$ cat config.mk
export PLATFORM = sky130hd
export DESIGN_NAME = bidir_port_c_d_pin_mux
export DESIGN_NICKNAME = d
export VERILOG_FILES = /design/src/verilog/gpio_cd_pkg.sv /design/src/verilog/bidir_port_c_d_pin_mux.sv
export SDC_FILE = /design/constraint.sdc
export NUM_CORES = 1
export LEC_CHECK = 0
export ABC_AREA = 1
export BUFFER_PORTS_ARGS = -buffer_cell sky130_fd_sc_hd__buf_2
export CELL_PAD_IN_SITES_DETAIL_PLACEMENT = 1
export CELL_PAD_IN_SITES_GLOBAL_PLACEMENT = 2
export CORE_MARGIN = 8
export CORE_UTILIZATION = 31
export DETAILED_ROUTE_END_ITERATION = 8
export PLACE_DENSITY_LB_ADDON = 0.12
export SETUP_SLACK_MARGIN = 0.15
export SYNTH_ARGS = -nofsm -noshare
export SYNTH_HDL_FRONTEND = slang
export SYNTH_SLANG_ARGS = --single-unit
$ cat constraint.sdc
create_clock -name hclk -period 2.8 [get_ports hclk]
set_clock_uncertainty 0.1 [all_clocks]
set_input_delay 0.84 -clock hclk [delete_from_list [all_inputs] [get_ports hclk]]
set_output_delay 0.84 -clock hclk [all_outputs]
set_load 0.02 [all_outputs]
$ cat src/verilog/gpio_cd_pkg.sv
// Constants shared by the port C / port D pin block
package gpio_cd_pkg;

   // ----------------------------------------------------------------
   // Register byte offsets
   // ----------------------------------------------------------------
   localparam logic [7:0] OFS_C_PIN = 8'h00;
   localparam logic [7:0] OFS_C_LAT = 8'h04;
   localparam logic [7:0] OFS_C_DIR = 8'h08;
   localparam logic [7:0] OFS_D_PIN = 8'h0C;
   localparam logic [7:0] OFS_D_LAT = 8'h10;
   localparam logic [7:0] OFS_D_DIR = 8'h14;
   localparam logic [7:0] OFS_MEMCTL = 8'h18;
   localparam logic [7:0] OFS_PSPCTL = 8'h1C;
   localparam logic [7:0] OFS_CFG = 8'h20;

   // ----------------------------------------------------------------
   // Field positions
   // ----------------------------------------------------------------
   localparam int EXT_BUS_DIS_BIT = 7;
   localparam int PAR_EN_BIT = 4;
   localparam int PWM2_SEL_BIT = 0;
   localparam int SPI2_OUT_BIT = 4;

   // ----------------------------------------------------------------
   // Values after reset
   // ----------------------------------------------------------------
   localparam logic [7:0] DIR_RST = 8'hFF;
   localparam logic [7:0] LAT_RST = 8'h00;
   localparam logic [7:0] MEMCTL_RST = 8'h00;
   localparam logic [7:0] PSPCTL_RST = 8'h00;
   localparam logic [7:0] CFG_RST = 8'h01;
   localparam logic [31:0] RDATA_RST = 32'h00000000;

   // ----------------------------------------------------------------
   // Bus slave states
   // ----------------------------------------------------------------
   typedef enum logic {ST_ADDR, ST_DATA} bus_state_t;

endpackage

$ cat src/verilog/bidir_port_c_d_pin_mux.sv
// Port C and port D pin multiplexer with AHB-Lite register slave
//
// Contract
// RL1: Direction bit 1 floats pin, input
// RL2: Direction bit 0 drives latch value
// RL3: Latch register reads back latched value
// RL4: Reset makes all pins inputs
// RL5: Direction reads return stored contents
// RL6: Peripherals may force pin direction
// RL7: Config bit 1 puts PWM two on C1
// RL8: Oscillator enable kills C0/C1 digital I/O; c_pin_sync[1:0] still carries the C0/C1 pin levels
// RL9: Peripheral outputs beat latch data
// RL10: PWM channel A may float on shutdown
// RL11: Sync serial drives data pin, dir 1
// RL12: Serial clock out at dir 0
// RL13: 80-pin port D needs bus disable
// RL14: Enabled bus owns port D
// RL15: Parallel port outranks all but bus and SPI two data out
// RL16: Parallel port selects TTL thresholds
// RL17: Parallel reads drive latch, writes capture
// RL18: Bus outputs outrank everything on D
// RL19: SPI two data out beats parallel
// RL20: Pin register writes latch, reads pins
//
// Added by the designer: register access over AHB-Lite and the placing of the registers.
`timescale 1ns/100ps
module bidir_port_c_d_pin_mux
   import gpio_cd_pkg::*;
#(
   parameter bit EIGHTY_PIN = 1'b1
) (
   // Clock and reset
   input wire logic hclk,
   input wire logic hresetn,
   // AHB-Lite slave
   input wire logic hsel,
   input wire logic [31:0] haddr,
   input wire logic [1:0] htrans,
   input wire logic hwrite,
   input wire logic [2:0] hsize,
   input wire logic [31:0] hwdata,
   input wire logic hready,
   output logic [31:0] hrdata,
   output logic hreadyout,
   output logic hresp,
   // Port C pins
   input wire logic [7:0] c_pin_in,
   output logic [7:0] c_pin_out,
   output logic [7:0] c_pin_oe,
   output logic lowpower_osc_analog_en,
   // Port D pins
   input wire logic [7:0] d_pin_in,
   output logic [7:0] d_pin_out,
   output logic [7:0] d_pin_oe,
   output logic d_ttl_sel,
   // Synchronised pin levels to peripherals
   output logic [7:0] c_pin_sync,
   output logic [7:0] d_pin_sync,
   // Timer oscillator
   input wire logic lowpower_osc_en,
   // Enhanced PWM units
   input wire logic pwm_one_en,
   input wire logic pwm_one_channel_a,
   input wire logic pwm_one_float,
   input wire logic pwm_two_en,
   input wire logic pwm_two_channel_a,
   input wire logic pwm_two_float,
   // Synchronous serial unit one
   input wire logic ssp1_sck_en,
   input wire logic ssp1_sck_out,
   input wire logic ssp1_sdo_en,
   input wire logic ssp1_sdo_out,
   input wire logic ssp1_sda_en,
   input wire logic ssp1_sda_pull_low,
   // Serial unit one
   input wire logic serial_transmit_en,
   input wire logic serial_transmit_out,
   input wire logic serial_sync_clock_en,
   input wire logic serial_sync_clock,
   input wire logic serial_sync_data_en,
   input wire logic serial_sync_data_oe,
   input wire logic serial_sync_data,
   // External memory bus
   input wire logic ext_ad_oe,
   input wire logic [7:0] ext_ad_out,
   output logic ext_bus_owns_d,
   // Parallel slave port
   input wire logic par_read_active,
   input wire logic par_write_strobe,
   output logic [7:0] par_write_data,
   output logic par_active,
   // Synchronous serial unit two
   input wire logic spi_two_en,
   input wire logic spi_two_data_out
);

   // ----------------------------------------------------------------
   // Declarations
   // ----------------------------------------------------------------
   bus_state_t state_r;
   logic wr_pend_r;
   logic [7:0] addr_r;
   logic addr_hi_zero_r;
   logic [31:0] hrdata_r;
   logic hreadyout_r;
   logic hresp_r;
   logic [7:0] c_lat_r;
   logic [7:0] c_dir_r;
   logic [7:0] d_lat_r;
   logic [7:0] d_dir_r;
   logic [7:0] memctl_r;
   logic [7:0] pspctl_r;
   logic [7:0] cfg_r;
   logic [7:0] c_sync1_r;
   logic [7:0] c_sync_r;
   logic [7:0] d_sync1_r;
   logic [7:0] d_sync_r;
   logic [7:0] c_out_r;
   logic [7:0] c_oe_r;
   logic [7:0] d_out_r;
   logic [7:0] d_oe_r;
   logic osc_an_r;
   logic ttl_r;
   logic bus_own_r;
   logic par_act_r;
   logic [7:0] par_wdata_r;
   logic [7:0] c_out_nxt;
   logic [7:0] c_oe_nxt;
   logic [7:0] d_out_nxt;
   logic [7:0] d_oe_nxt;
   logic [31:0] rd_nxt;
   logic take;
   logic wr_go;
   logic d_avail;
   logic par_on;
   logic [7:0] c_level;

   // ----------------------------------------------------------------
   // Bus slave
   // ----------------------------------------------------------------
   // One wait state keeps read data coming straight from a flop
   assign take = (state_r == ST_ADDR) && hsel && hready && htrans[1];
   assign wr_go = (state_r == ST_DATA) && wr_pend_r && addr_hi_zero_r;

   always_ff @(posedge hclk or negedge hresetn) begin
      if (!hresetn) begin
         state_r <= ST_ADDR;
         wr_pend_r <= 1'b0;
         addr_r <= 8'h00;
         addr_hi_zero_r <= 1'b0;
         hreadyout_r <= 1'b1;
         hrdata_r <= RDATA_RST;
      end else begin
         unique case (state_r)
            ST_ADDR: begin
               if (take) begin
                  state_r <= ST_DATA;
                  wr_pend_r <= hwrite;
                  addr_r <= haddr[7:0];
                  addr_hi_zero_r <= (haddr[31:8] == 24'h000000);
                  hreadyout_r <= 1'b0;
               end
            end
            ST_DATA: begin
               state_r <= ST_ADDR;
               wr_pend_r <= 1'b0;
               hreadyout_r <= 1'b1;
               hrdata_r <= wr_pend_r ? RDATA_RST : rd_nxt;
            end
         endcase
      end
   end

   // Always OKAY
   always_ff @(posedge hclk or negedge hresetn) begin
      if (!hresetn) begin
         hresp_r <= 1'b0;
      end else begin
         hresp_r <= 1'b0;
      end
   end

   // Oscillator pins read as zero while their digital input is off
   assign c_level = c_sync_r & ~{6'h00, {2{lowpower_osc_en}}}; // RL8

   always_comb begin
      rd_nxt = RDATA_RST;
      if (addr_hi_zero_r) begin
         unique case (addr_r)
            OFS_C_PIN: rd_nxt = {24'h000000, c_level}; // RL20
            OFS_C_LAT: rd_nxt = {24'h000000, c_lat_r}; // RL3
            OFS_C_DIR: rd_nxt = {24'h000000, c_dir_r}; // RL5
            OFS_D_PIN: rd_nxt = {24'h000000, d_sync_r}; // RL20
            OFS_D_LAT: rd_nxt = {24'h000000, d_lat_r}; // RL3
            OFS_D_DIR: rd_nxt = {24'h000000, d_dir_r}; // RL5
            OFS_MEMCTL: rd_nxt = {24'h000000, memctl_r};
            OFS_PSPCTL: rd_nxt = {24'h000000, pspctl_r};
            OFS_CFG: rd_nxt = {24'h000000, cfg_r};
            default: rd_nxt = RDATA_RST;
         endcase
      end
   end

   // ----------------------------------------------------------------
   // Port registers
   // ----------------------------------------------------------------
   // Pin-level and latch offsets both land in the latch
   always_ff @(posedge hclk or negedge hresetn) begin
      if (!hresetn) begin
         c_lat_r <= LAT_RST;
      end else if (wr_go && (addr_r == OFS_C_PIN || addr_r == OFS_C_LAT)) begin
         c_lat_r <= hwdata[7:0]; // RL20
      end
   end

   always_ff @(posedge hclk or negedge hresetn) begin
      if (!hresetn) begin
         d_lat_r <= LAT_RST;
      end else if (wr_go && (addr_r == OFS_D_PIN || addr_r == OFS_D_LAT)) begin
         d_lat_r <= hwdata[7:0]; // RL20
      end
   end

   always_ff @(posedge hclk or negedge hresetn) begin
      if (!hresetn) begin
         c_dir_r <= DIR_RST; // RL4
      end else if (wr_go && addr_r == OFS_C_DIR) begin
         c_dir_r <= hwdata[7:0];
      end
   end

   always_ff @(posedge hclk or negedge hresetn) begin
      if (!hresetn) begin
         d_dir_r <= DIR_RST; // RL4
      end else if (wr_go && addr_r == OFS_D_DIR) begin
         d_dir_r <= hwdata[7:0];
      end
   end

   // ----------------------------------------------------------------
   // Control registers
   // ----------------------------------------------------------------
   always_ff @(posedge hclk or negedge hresetn) begin
      if (!hresetn) begin
         memctl_r <= MEMCTL_RST;
         pspctl_r <= PSPCTL_RST;
         cfg_r <= CFG_RST;
      end else if (wr_go) begin
         if (addr_r == OFS_MEMCTL) begin
            memctl_r <= hwdata[7:0];
         end
         if (addr_r == OFS_PSPCTL) begin
            pspctl_r <= hwdata[7:0];
         end
         if (addr_r == OFS_CFG) begin
            cfg_r <= hwdata[7:0];
         end
      end
   end

   // ----------------------------------------------------------------
   // Pin synchronisers
   // ----------------------------------------------------------------
   always_ff @(posedge hclk or negedge hresetn) begin
      if (!hresetn) begin
         c_sync1_r <= 8'h00;
         c_sync_r <= 8'h00;
         d_sync1_r <= 8'h00;
         d_sync_r <= 8'h00;
      end else begin
         c_sync1_r <= c_pin_in;
         c_sync_r <= c_sync1_r;
         d_sync1_r <= d_pin_in;
         d_sync_r <= d_sync1_r;
      end
   end

   // ----------------------------------------------------------------
   // Port C multiplexer
   // ----------------------------------------------------------------
   always_comb begin
      c_oe_nxt = ~c_dir_r; // RL1 RL2
      c_out_nxt = c_lat_r; // RL2
      // Compare/PWM two on bit 1 only when selected
      if (cfg_r[PWM2_SEL_BIT] && pwm_two_en && !c_dir_r[1]) begin // RL7
         c_out_nxt[1] = pwm_two_channel_a; // RL9
         c_oe_nxt[1] = ~pwm_two_float; // RL10
      end
      if (pwm_one_en && !c_dir_r[2]) begin
         c_out_nxt[2] = pwm_one_channel_a; // RL9
         c_oe_nxt[2] = ~pwm_one_float; // RL10
      end
      if (ssp1_sck_en && !c_dir_r[3]) begin
         c_out_nxt[3] = ssp1_sck_out; // RL12
      end
      // Bus data line is open drain, independent of direction
      if (ssp1_sda_en) begin
         c_out_nxt[4] = 1'b0; // RL6
         c_oe_nxt[4] = ssp1_sda_pull_low; // RL6
      end
      if (ssp1_sdo_en && !c_dir_r[5]) begin
         c_out_nxt[5] = ssp1_sdo_out; // RL9
      end
      if (serial_transmit_en && !c_dir_r[6]) begin
         c_out_nxt[6] = serial_transmit_out; // RL9
      end else if (serial_sync_clock_en && !c_dir_r[6]) begin
         c_out_nxt[6] = serial_sync_clock; // RL12
      end
      // Software leaves this direction bit at 1; the unit drives anyway
      if (serial_sync_data_en) begin
         c_out_nxt[7] = serial_sync_data; // RL11
         c_oe_nxt[7] = serial_sync_data_oe; // RL11
      end
      if (lowpower_osc_en) begin
         c_oe_nxt[1:0] = 2'b00; // RL8
      end
   end

   // ----------------------------------------------------------------
   // Port D multiplexer
   // ----------------------------------------------------------------
   assign d_avail = !EIGHTY_PIN || memctl_r[EXT_BUS_DIS_BIT]; // RL13
   assign par_on = d_avail && pspctl_r[PAR_EN_BIT]; // RL15

   always_comb begin
      d_oe_nxt = ~d_dir_r; // RL1 RL2
      d_out_nxt = d_lat_r; // RL2
      if (!d_avail) begin
         d_oe_nxt = {8{ext_ad_oe}}; // RL14 RL18
         d_out_nxt = ext_ad_out; // RL18
      end else begin
         if (par_on) begin
            d_oe_nxt = {8{par_read_active}}; // RL15 RL17
            d_out_nxt = d_lat_r; // RL17
         end
         if (spi_two_en && !d_dir_r[SPI2_OUT_BIT]) begin
            d_oe_nxt[SPI2_OUT_BIT] = 1'b1; // RL19
            d_out_nxt[SPI2_OUT_BIT] = spi_two_data_out; // RL19
         end
      end
   end

   // ----------------------------------------------------------------
   // Registered pin drive and status
   // ----------------------------------------------------------------
   // Costs a cycle of latency but keeps pin drivers glitch free
   always_ff @(posedge hclk or negedge hresetn) begin
      if (!hresetn) begin
         c_out_r <= 8'h00;
         c_oe_r <= 8'h00; // RL4
         d_out_r <= 8'h00;
         d_oe_r <= 8'h00; // RL4
      end else begin
         c_out_r <= c_out_nxt;
         c_oe_r <= c_oe_nxt;
         d_out_r <= d_out_nxt;
         d_oe_r <= d_oe_nxt;
      end
   end

   always_ff @(posedge hclk or negedge hresetn) begin
      if (!hresetn) begin
         osc_an_r <= 1'b0;
         ttl_r <= 1'b0;
         bus_own_r <= 1'b0;
         par_act_r <= 1'b0;
      end else begin
         osc_an_r <= lowpower_osc_en; // RL8
         ttl_r <= par_on; // RL16
         bus_own_r <= !d_avail; // RL14
         par_act_r <= par_on;
      end
   end

   // Parallel write samples the synchronised pins
   always_ff @(posedge hclk or negedge hresetn) begin
      if (!hresetn) begin
         par_wdata_r <= 8'h00;
      end else if (par_on && par_write_strobe) begin
         par_wdata_r <= d_sync_r; // RL17
      end
   end

   // ----------------------------------------------------------------
   // Outputs
   // ----------------------------------------------------------------
   assign hrdata = hrdata_r;
   assign hreadyout = hreadyout_r;
   assign hresp = hresp_r;
   assign c_pin_out = c_out_r;
   assign c_pin_oe = c_oe_r;
   assign d_pin_out = d_out_r;
   assign d_pin_oe = d_oe_r;
   assign lowpower_osc_analog_en = osc_an_r;
   assign d_ttl_sel = ttl_r;
   assign ext_bus_owns_d = bus_own_r;
   assign par_active = par_act_r;
   assign par_write_data = par_wdata_r;
   assign c_pin_sync = c_sync_r;
   assign d_pin_sync = d_sync_r;

endmodule

After elaboration in Yosys (flattened, before gate mapping)
Cells that the tools add are included.

cells by class
  equal/unequal tests = 9
  multiplexer cells = 27
  bitwise operators = 7
  reduce and logical (&&, ||, !) cells = 34

operators by type and width
  kind                                                              count
  8-bit one-hot mux with 9 select lines                             1
  8-bit by 5-bit == test with 1-bit output (second input constant)  4
  32-bit two-way mux                                                1
  8-bit two-way mux                                                 4
  24-bit logical NOT                                                1
  1-bit logical AND                                                 19
  1-bit two-way mux                                                 17
  8-bit by 4-bit == test with 1-bit output (second input constant)  2
  8-bit NOT                                                         2
  8-bit bitwise AND                                                 1
  8-bit by 3-bit == test with 1-bit output (second input constant)  1
  8-bit by 6-bit == test with 1-bit output (second input constant)  1
  8-bit logical NOT                                                 1
  2-bit NOT with 8-bit output                                       1
  2-bit AND reduction                                               4
  1-bit logical NOT                                                 7
  1-bit one-hot mux with 2 select lines                             3
  1-bit NOT                                                         3
  1-bit logical OR                                                  2
  2-bit two-way mux                                                 1
  2-bit inequality test (second input constant)                     1

storage, ports and cells
  flip-flop bits (word level) = 175
  input bits = 123
  output and inout port bits = 94
  logic and storage cells = 102

Longest topological paths before layout
  depth in word-level cells = 6
  depth in mapped cells = 11
  depth with buffers taken out = 9

Least setup slack after synthesis
OpenSTA, ideal clock, no wires.

  kind = input to register
  start = input htrans[1]
  end = register addr_r[0]
  library setup time = 133 ps
  arrival time = 1365 ps
  data required time = 2567 ps
  setup slack = 1202 ps
  cell stages on the path = 4
  buffers on the path = 1
  cell sequence = nand4_1 > inv_1 > clkbuf_1 > o21ai_0

between the ends
  word-level cells in the longest chain between the ends = 2

ends and longest elaborated chain
  what                           RTL line                       text
  start, declared                bidir_port_c_d_pin_mux.sv:38   input wire logic [1:0] htrans,
  1-bit logical AND              bidir_port_c_d_pin_mux.sv:142  assign take = (state_r == ST_ADDR) && hsel && hready && htrans[1];
  2-bit AND reduction (no line)  -
  end signal, assigned           bidir_port_c_d_pin_mux.sv:159  addr_r <= haddr[7:0];
  end, declared                  bidir_port_c_d_pin_mux.sv:102  logic [7:0] addr_r;

Every way passes these cells.
A chain may end at the register's enable or synchronous reset.

Final worst setup path
  start = register addr_r[7]
  end = register d_lat_r[4]

between the ends
  word-level cells in the longest chain between the ends = 3
  elaborated cells between the ends (all ways) = 4
  those cells by class = 2 x eq/ne; 2 x reduce/logical

ends and longest elaborated chain
  what                                                                                                         RTL line                       text
  8-bit by 4-bit == test with 1-bit output / 8-bit by 5-bit == test with 1-bit output (equally long branches)  bidir_port_c_d_pin_mux.sv:219  end else if (wr_go && (addr_r == OFS_D_PIN || addr_r == OFS_D_LAT)) begin
  1-bit logical OR *                                                                                           bidir_port_c_d_pin_mux.sv:219
  1-bit logical AND *                                                                                          bidir_port_c_d_pin_mux.sv:219
  end signal, assigned                                                                                         bidir_port_c_d_pin_mux.sv:220  d_lat_r <= hwdata[7:0];
  end, declared                                                                                                bidir_port_c_d_pin_mux.sv:109  logic [7:0] d_lat_r;

Mark *: on every way between the ends. The rest lies on a longest branch, timed or not.

==> summary.md <==
| Metric | Value |
|---|---|
| Cell depth of the worst flop-to-flop path | `8` |
| Initial antenna violation count | `0` |
| Detailed Routing Iterations Pass 1 | `4` |
| Clock sinks | `roughly 150` |
| Clk buf depth | `2` |
| Die W | `157.3 um` |
| Final worst path period need | `around 2.2 ns` |
| Nets | `960` |
| Drt via density | `around 4.6` |
| Clock slew at reported path FFs | `0.06 ns` |
| R2R Path End | `d_lat_r[4]` |
| P_leak | `roughly 4.2 nW` |
| Worst skew pair latency | `around 0.42 ns` |
| Crit Path Category | `register to register` |
| WL per Instance | `17.27 um` |
| Status | `finished clean` |
| Ys async rst share | `100.0%` |
| Synth Instances | `670` |
| CTS resizes | `0` |
| Placed Instances | `approximately 1,100` |
| Top FF cell, synth | `dfrtp_1` |
| Post-Route WL | `~19,000 um` |
| Layout Utilization | `between 40% and 50%` |
| Fillers | `2,346` |
| Area delta synth->final | `26.17%` |
| Relative slew slack | `about 60%` |
| Die area | `~25,000 um^2` |
| Post-synth EDFFs | `0` |
| Vias | `a little over 5,000` |
| Maximum VDD drop | `around 0.35 mV` |
| Routability congestion estimate | `approximately 0.76` |
| First-pass GRT wire length | `approximately 30,000 um` |
| Largest net degree at the start of global routing | `54` |
| Pre-CTS setup slack | `0.6207 ns` |
| HP Start | `c_sync1_r[2]` |
| Min-Delay Endpoint | `c_pin_sync[2]` |
| Hold crit path type | `register to register` |
| Global Route Usage Sum | `about 16%` |
| TritonCTS clock tree | `yes` |
| CP Data Arrival Time | `2.34 ns` |
| Root Driver | `clkbuf_16` |
| Commonest non-fill, non-tap cell in the layout | `nand2_1` |
| Post-DP HPWL | `14,610 um` |
| Cell Rows | `51` |
| Final Worst Setup Slack | `approximately 0.64 ns` |
| Seq/Total Area, Yosys | `roughly three fifths` |
| Synthesized cell area | `just over 6000 um^2` |
| Synthesized area per cell | `9.242 um^2` |
| Distinct cells, synth | `28` |
| Post-CTS setup buffer count | `0` |
| Endpoints failing setup | `0` |
| Hold path cells | `0` |
| Worst slew pin tran | `roughly 0.60 ns` |
| Non-Filler Instances | `1,115` |
| I/O Pins | `roughly 220` |
| CP Data Required Time | `a little under 3 ns` |
| Hold Fails Final Rpt | `0` |
| Max-cap violations | `0` |
| ANT nets after route | `0` |
| Share of cells above drive strength 1 | `between 20 and 30%` |
| Setup total negative slack | `0 ns` |
| Worst reg2reg setup slack | `0.64 ns` |
| Placed cell areas | `between 7000 and 8000 um^2` |
| Number of global-route vias before repair | `~5,700` |
| Total CTS buffers | `17` |
| DRT iter0 DRCs | `between 200 and 250` |
| Fin. max-slew vios | `0` |
| Global route total overflow | `0` |
| FF-to-FF Start | `addr_r[7]` |
| Max H-tree Level | `4` |
| Final Cell Area | `7812 um^2` |
| Number of hold buffers added after cts | `0` |
| Port bufs | `approximately 160` |
| Core ar. | `around 20,000 um^2` |
| Max Clk Rate | `about 460 MHz` |
| Initial Utilization | `31.71%` |
| Critical path peak fanout | `16` |
| Pwr per Cell Area | `about 660 nW/um^2` |
| YS warnings | `0` |
| DRC viols | `0` |
| Yosys reg bits | `151` |
| ANT cells | `0` |
| Final worst path period share | `roughly 77%` |
| Commonest non-fill, non-tap cells in the layout | `172 x nand2_1, 162 x buf_2, 133 x dfrtp_1, 83 x o21ai_0, 67 x nand3_1` |
| Startpoint types | `register` |
| Worst setup EP type | `register` |
| RSZ-0062 raised after global routing | `no` |
| Die Span Y | `~160 um` |
where the power goes:
part / internal (mW) / leakage, nW / switching, mW
clock: 1.39 / 0.281 / 0.916
combinational: 0.162 / 2.31 / 0.388
sequential: 2.26 / 1.63 / 0.0400
total: 3.82 / 4.22 / 1.34
critical path: stages, from the launching register on:
cell,delay [ns]
dfrtp_1,0.37
nor2_1,0.13
nand2_1,0.08
inv_1,0.33
nand2_1,0.30
nand2_1,0.17
nand2_1,0.28
nand2_1,0.16
o21ai_0,0.09
synthesized netlist by cell type (all sizes together) (2+ instances only):
library cell	count	area (um^2)
dfstp	18	473.0
nand2	173	651.9
dfrtp	133	3328
a31oi	4	25.02
nand3	68	345.3
a21oi	7	46.30
buf	38	269.0
nand4	2	12.51
nor2	65	261.5
clkbuf	8	30.03
o21ai	83	415.4
mux2	4	45.04
nor4	4	25.02
inv	57	214.0
layer usage:
layer	global-route usage [%]	wire [um]	share of wire (%)	vias up
met5	0	0	0	-
met4	5.032	213	1.1	0
met3	4.689	994	5.2	11
met2	27.14	9901	51	111
met1	18.85	8147	42	2519
li1	-	-	-	2433
cell type report:
type | count | area (um^2) | area share (%)
sequential | 151 | 3801 | 48.65
multi-input combinational | 440 | 1971 | 25.22
timing repair buffer | 170 | 899.6 | 11.52
clock buffer | 23 | 478.0 | 6.118
tap | 265 | 331.6 | 4.244
inverter | 57 | 214.0 | 2.739
clock inverter | 9 | 117.6 | 1.505
worst max-delay path by stage:
stage,from,end,slack [ns],cells after the start
after floorplan,htrans[1],addr_r[0],1.20,4
after global placement,addr_r[7],d_lat_r[7],0.70,8
after detailed placement,addr_r[7],d_lat_r[4],0.62,8
after CTS,addr_r[7],d_lat_r[4],0.60,8
after global routing,addr_r[7],d_lat_r[6],0.30,7
final,addr_r[7],d_lat_r[4],0.64,8
metrics by stage:
stage          hold slack (ns)  power (mW)
5_1_grt                 0.2561       5.387
2_1_floorplan           0.2312       2.659
3_5_place_dp            0.2371       2.905
3_3_place_gp            0.2326       2.885
6_report                0.2466       5.163
4_1_cts                 0.2518       5.258
cells by family after synthesis:
logic type | Yosys count | synth area share [%]
buf+inv | 103 | 8.284
flops | 151 | 61.39
simple gates | 314 | 21.32
other cells | 1 | 0.06056
compound gates | 97 | 8.224
mux | 4 | 0.7274
Power figures use the tool's default switching activity.
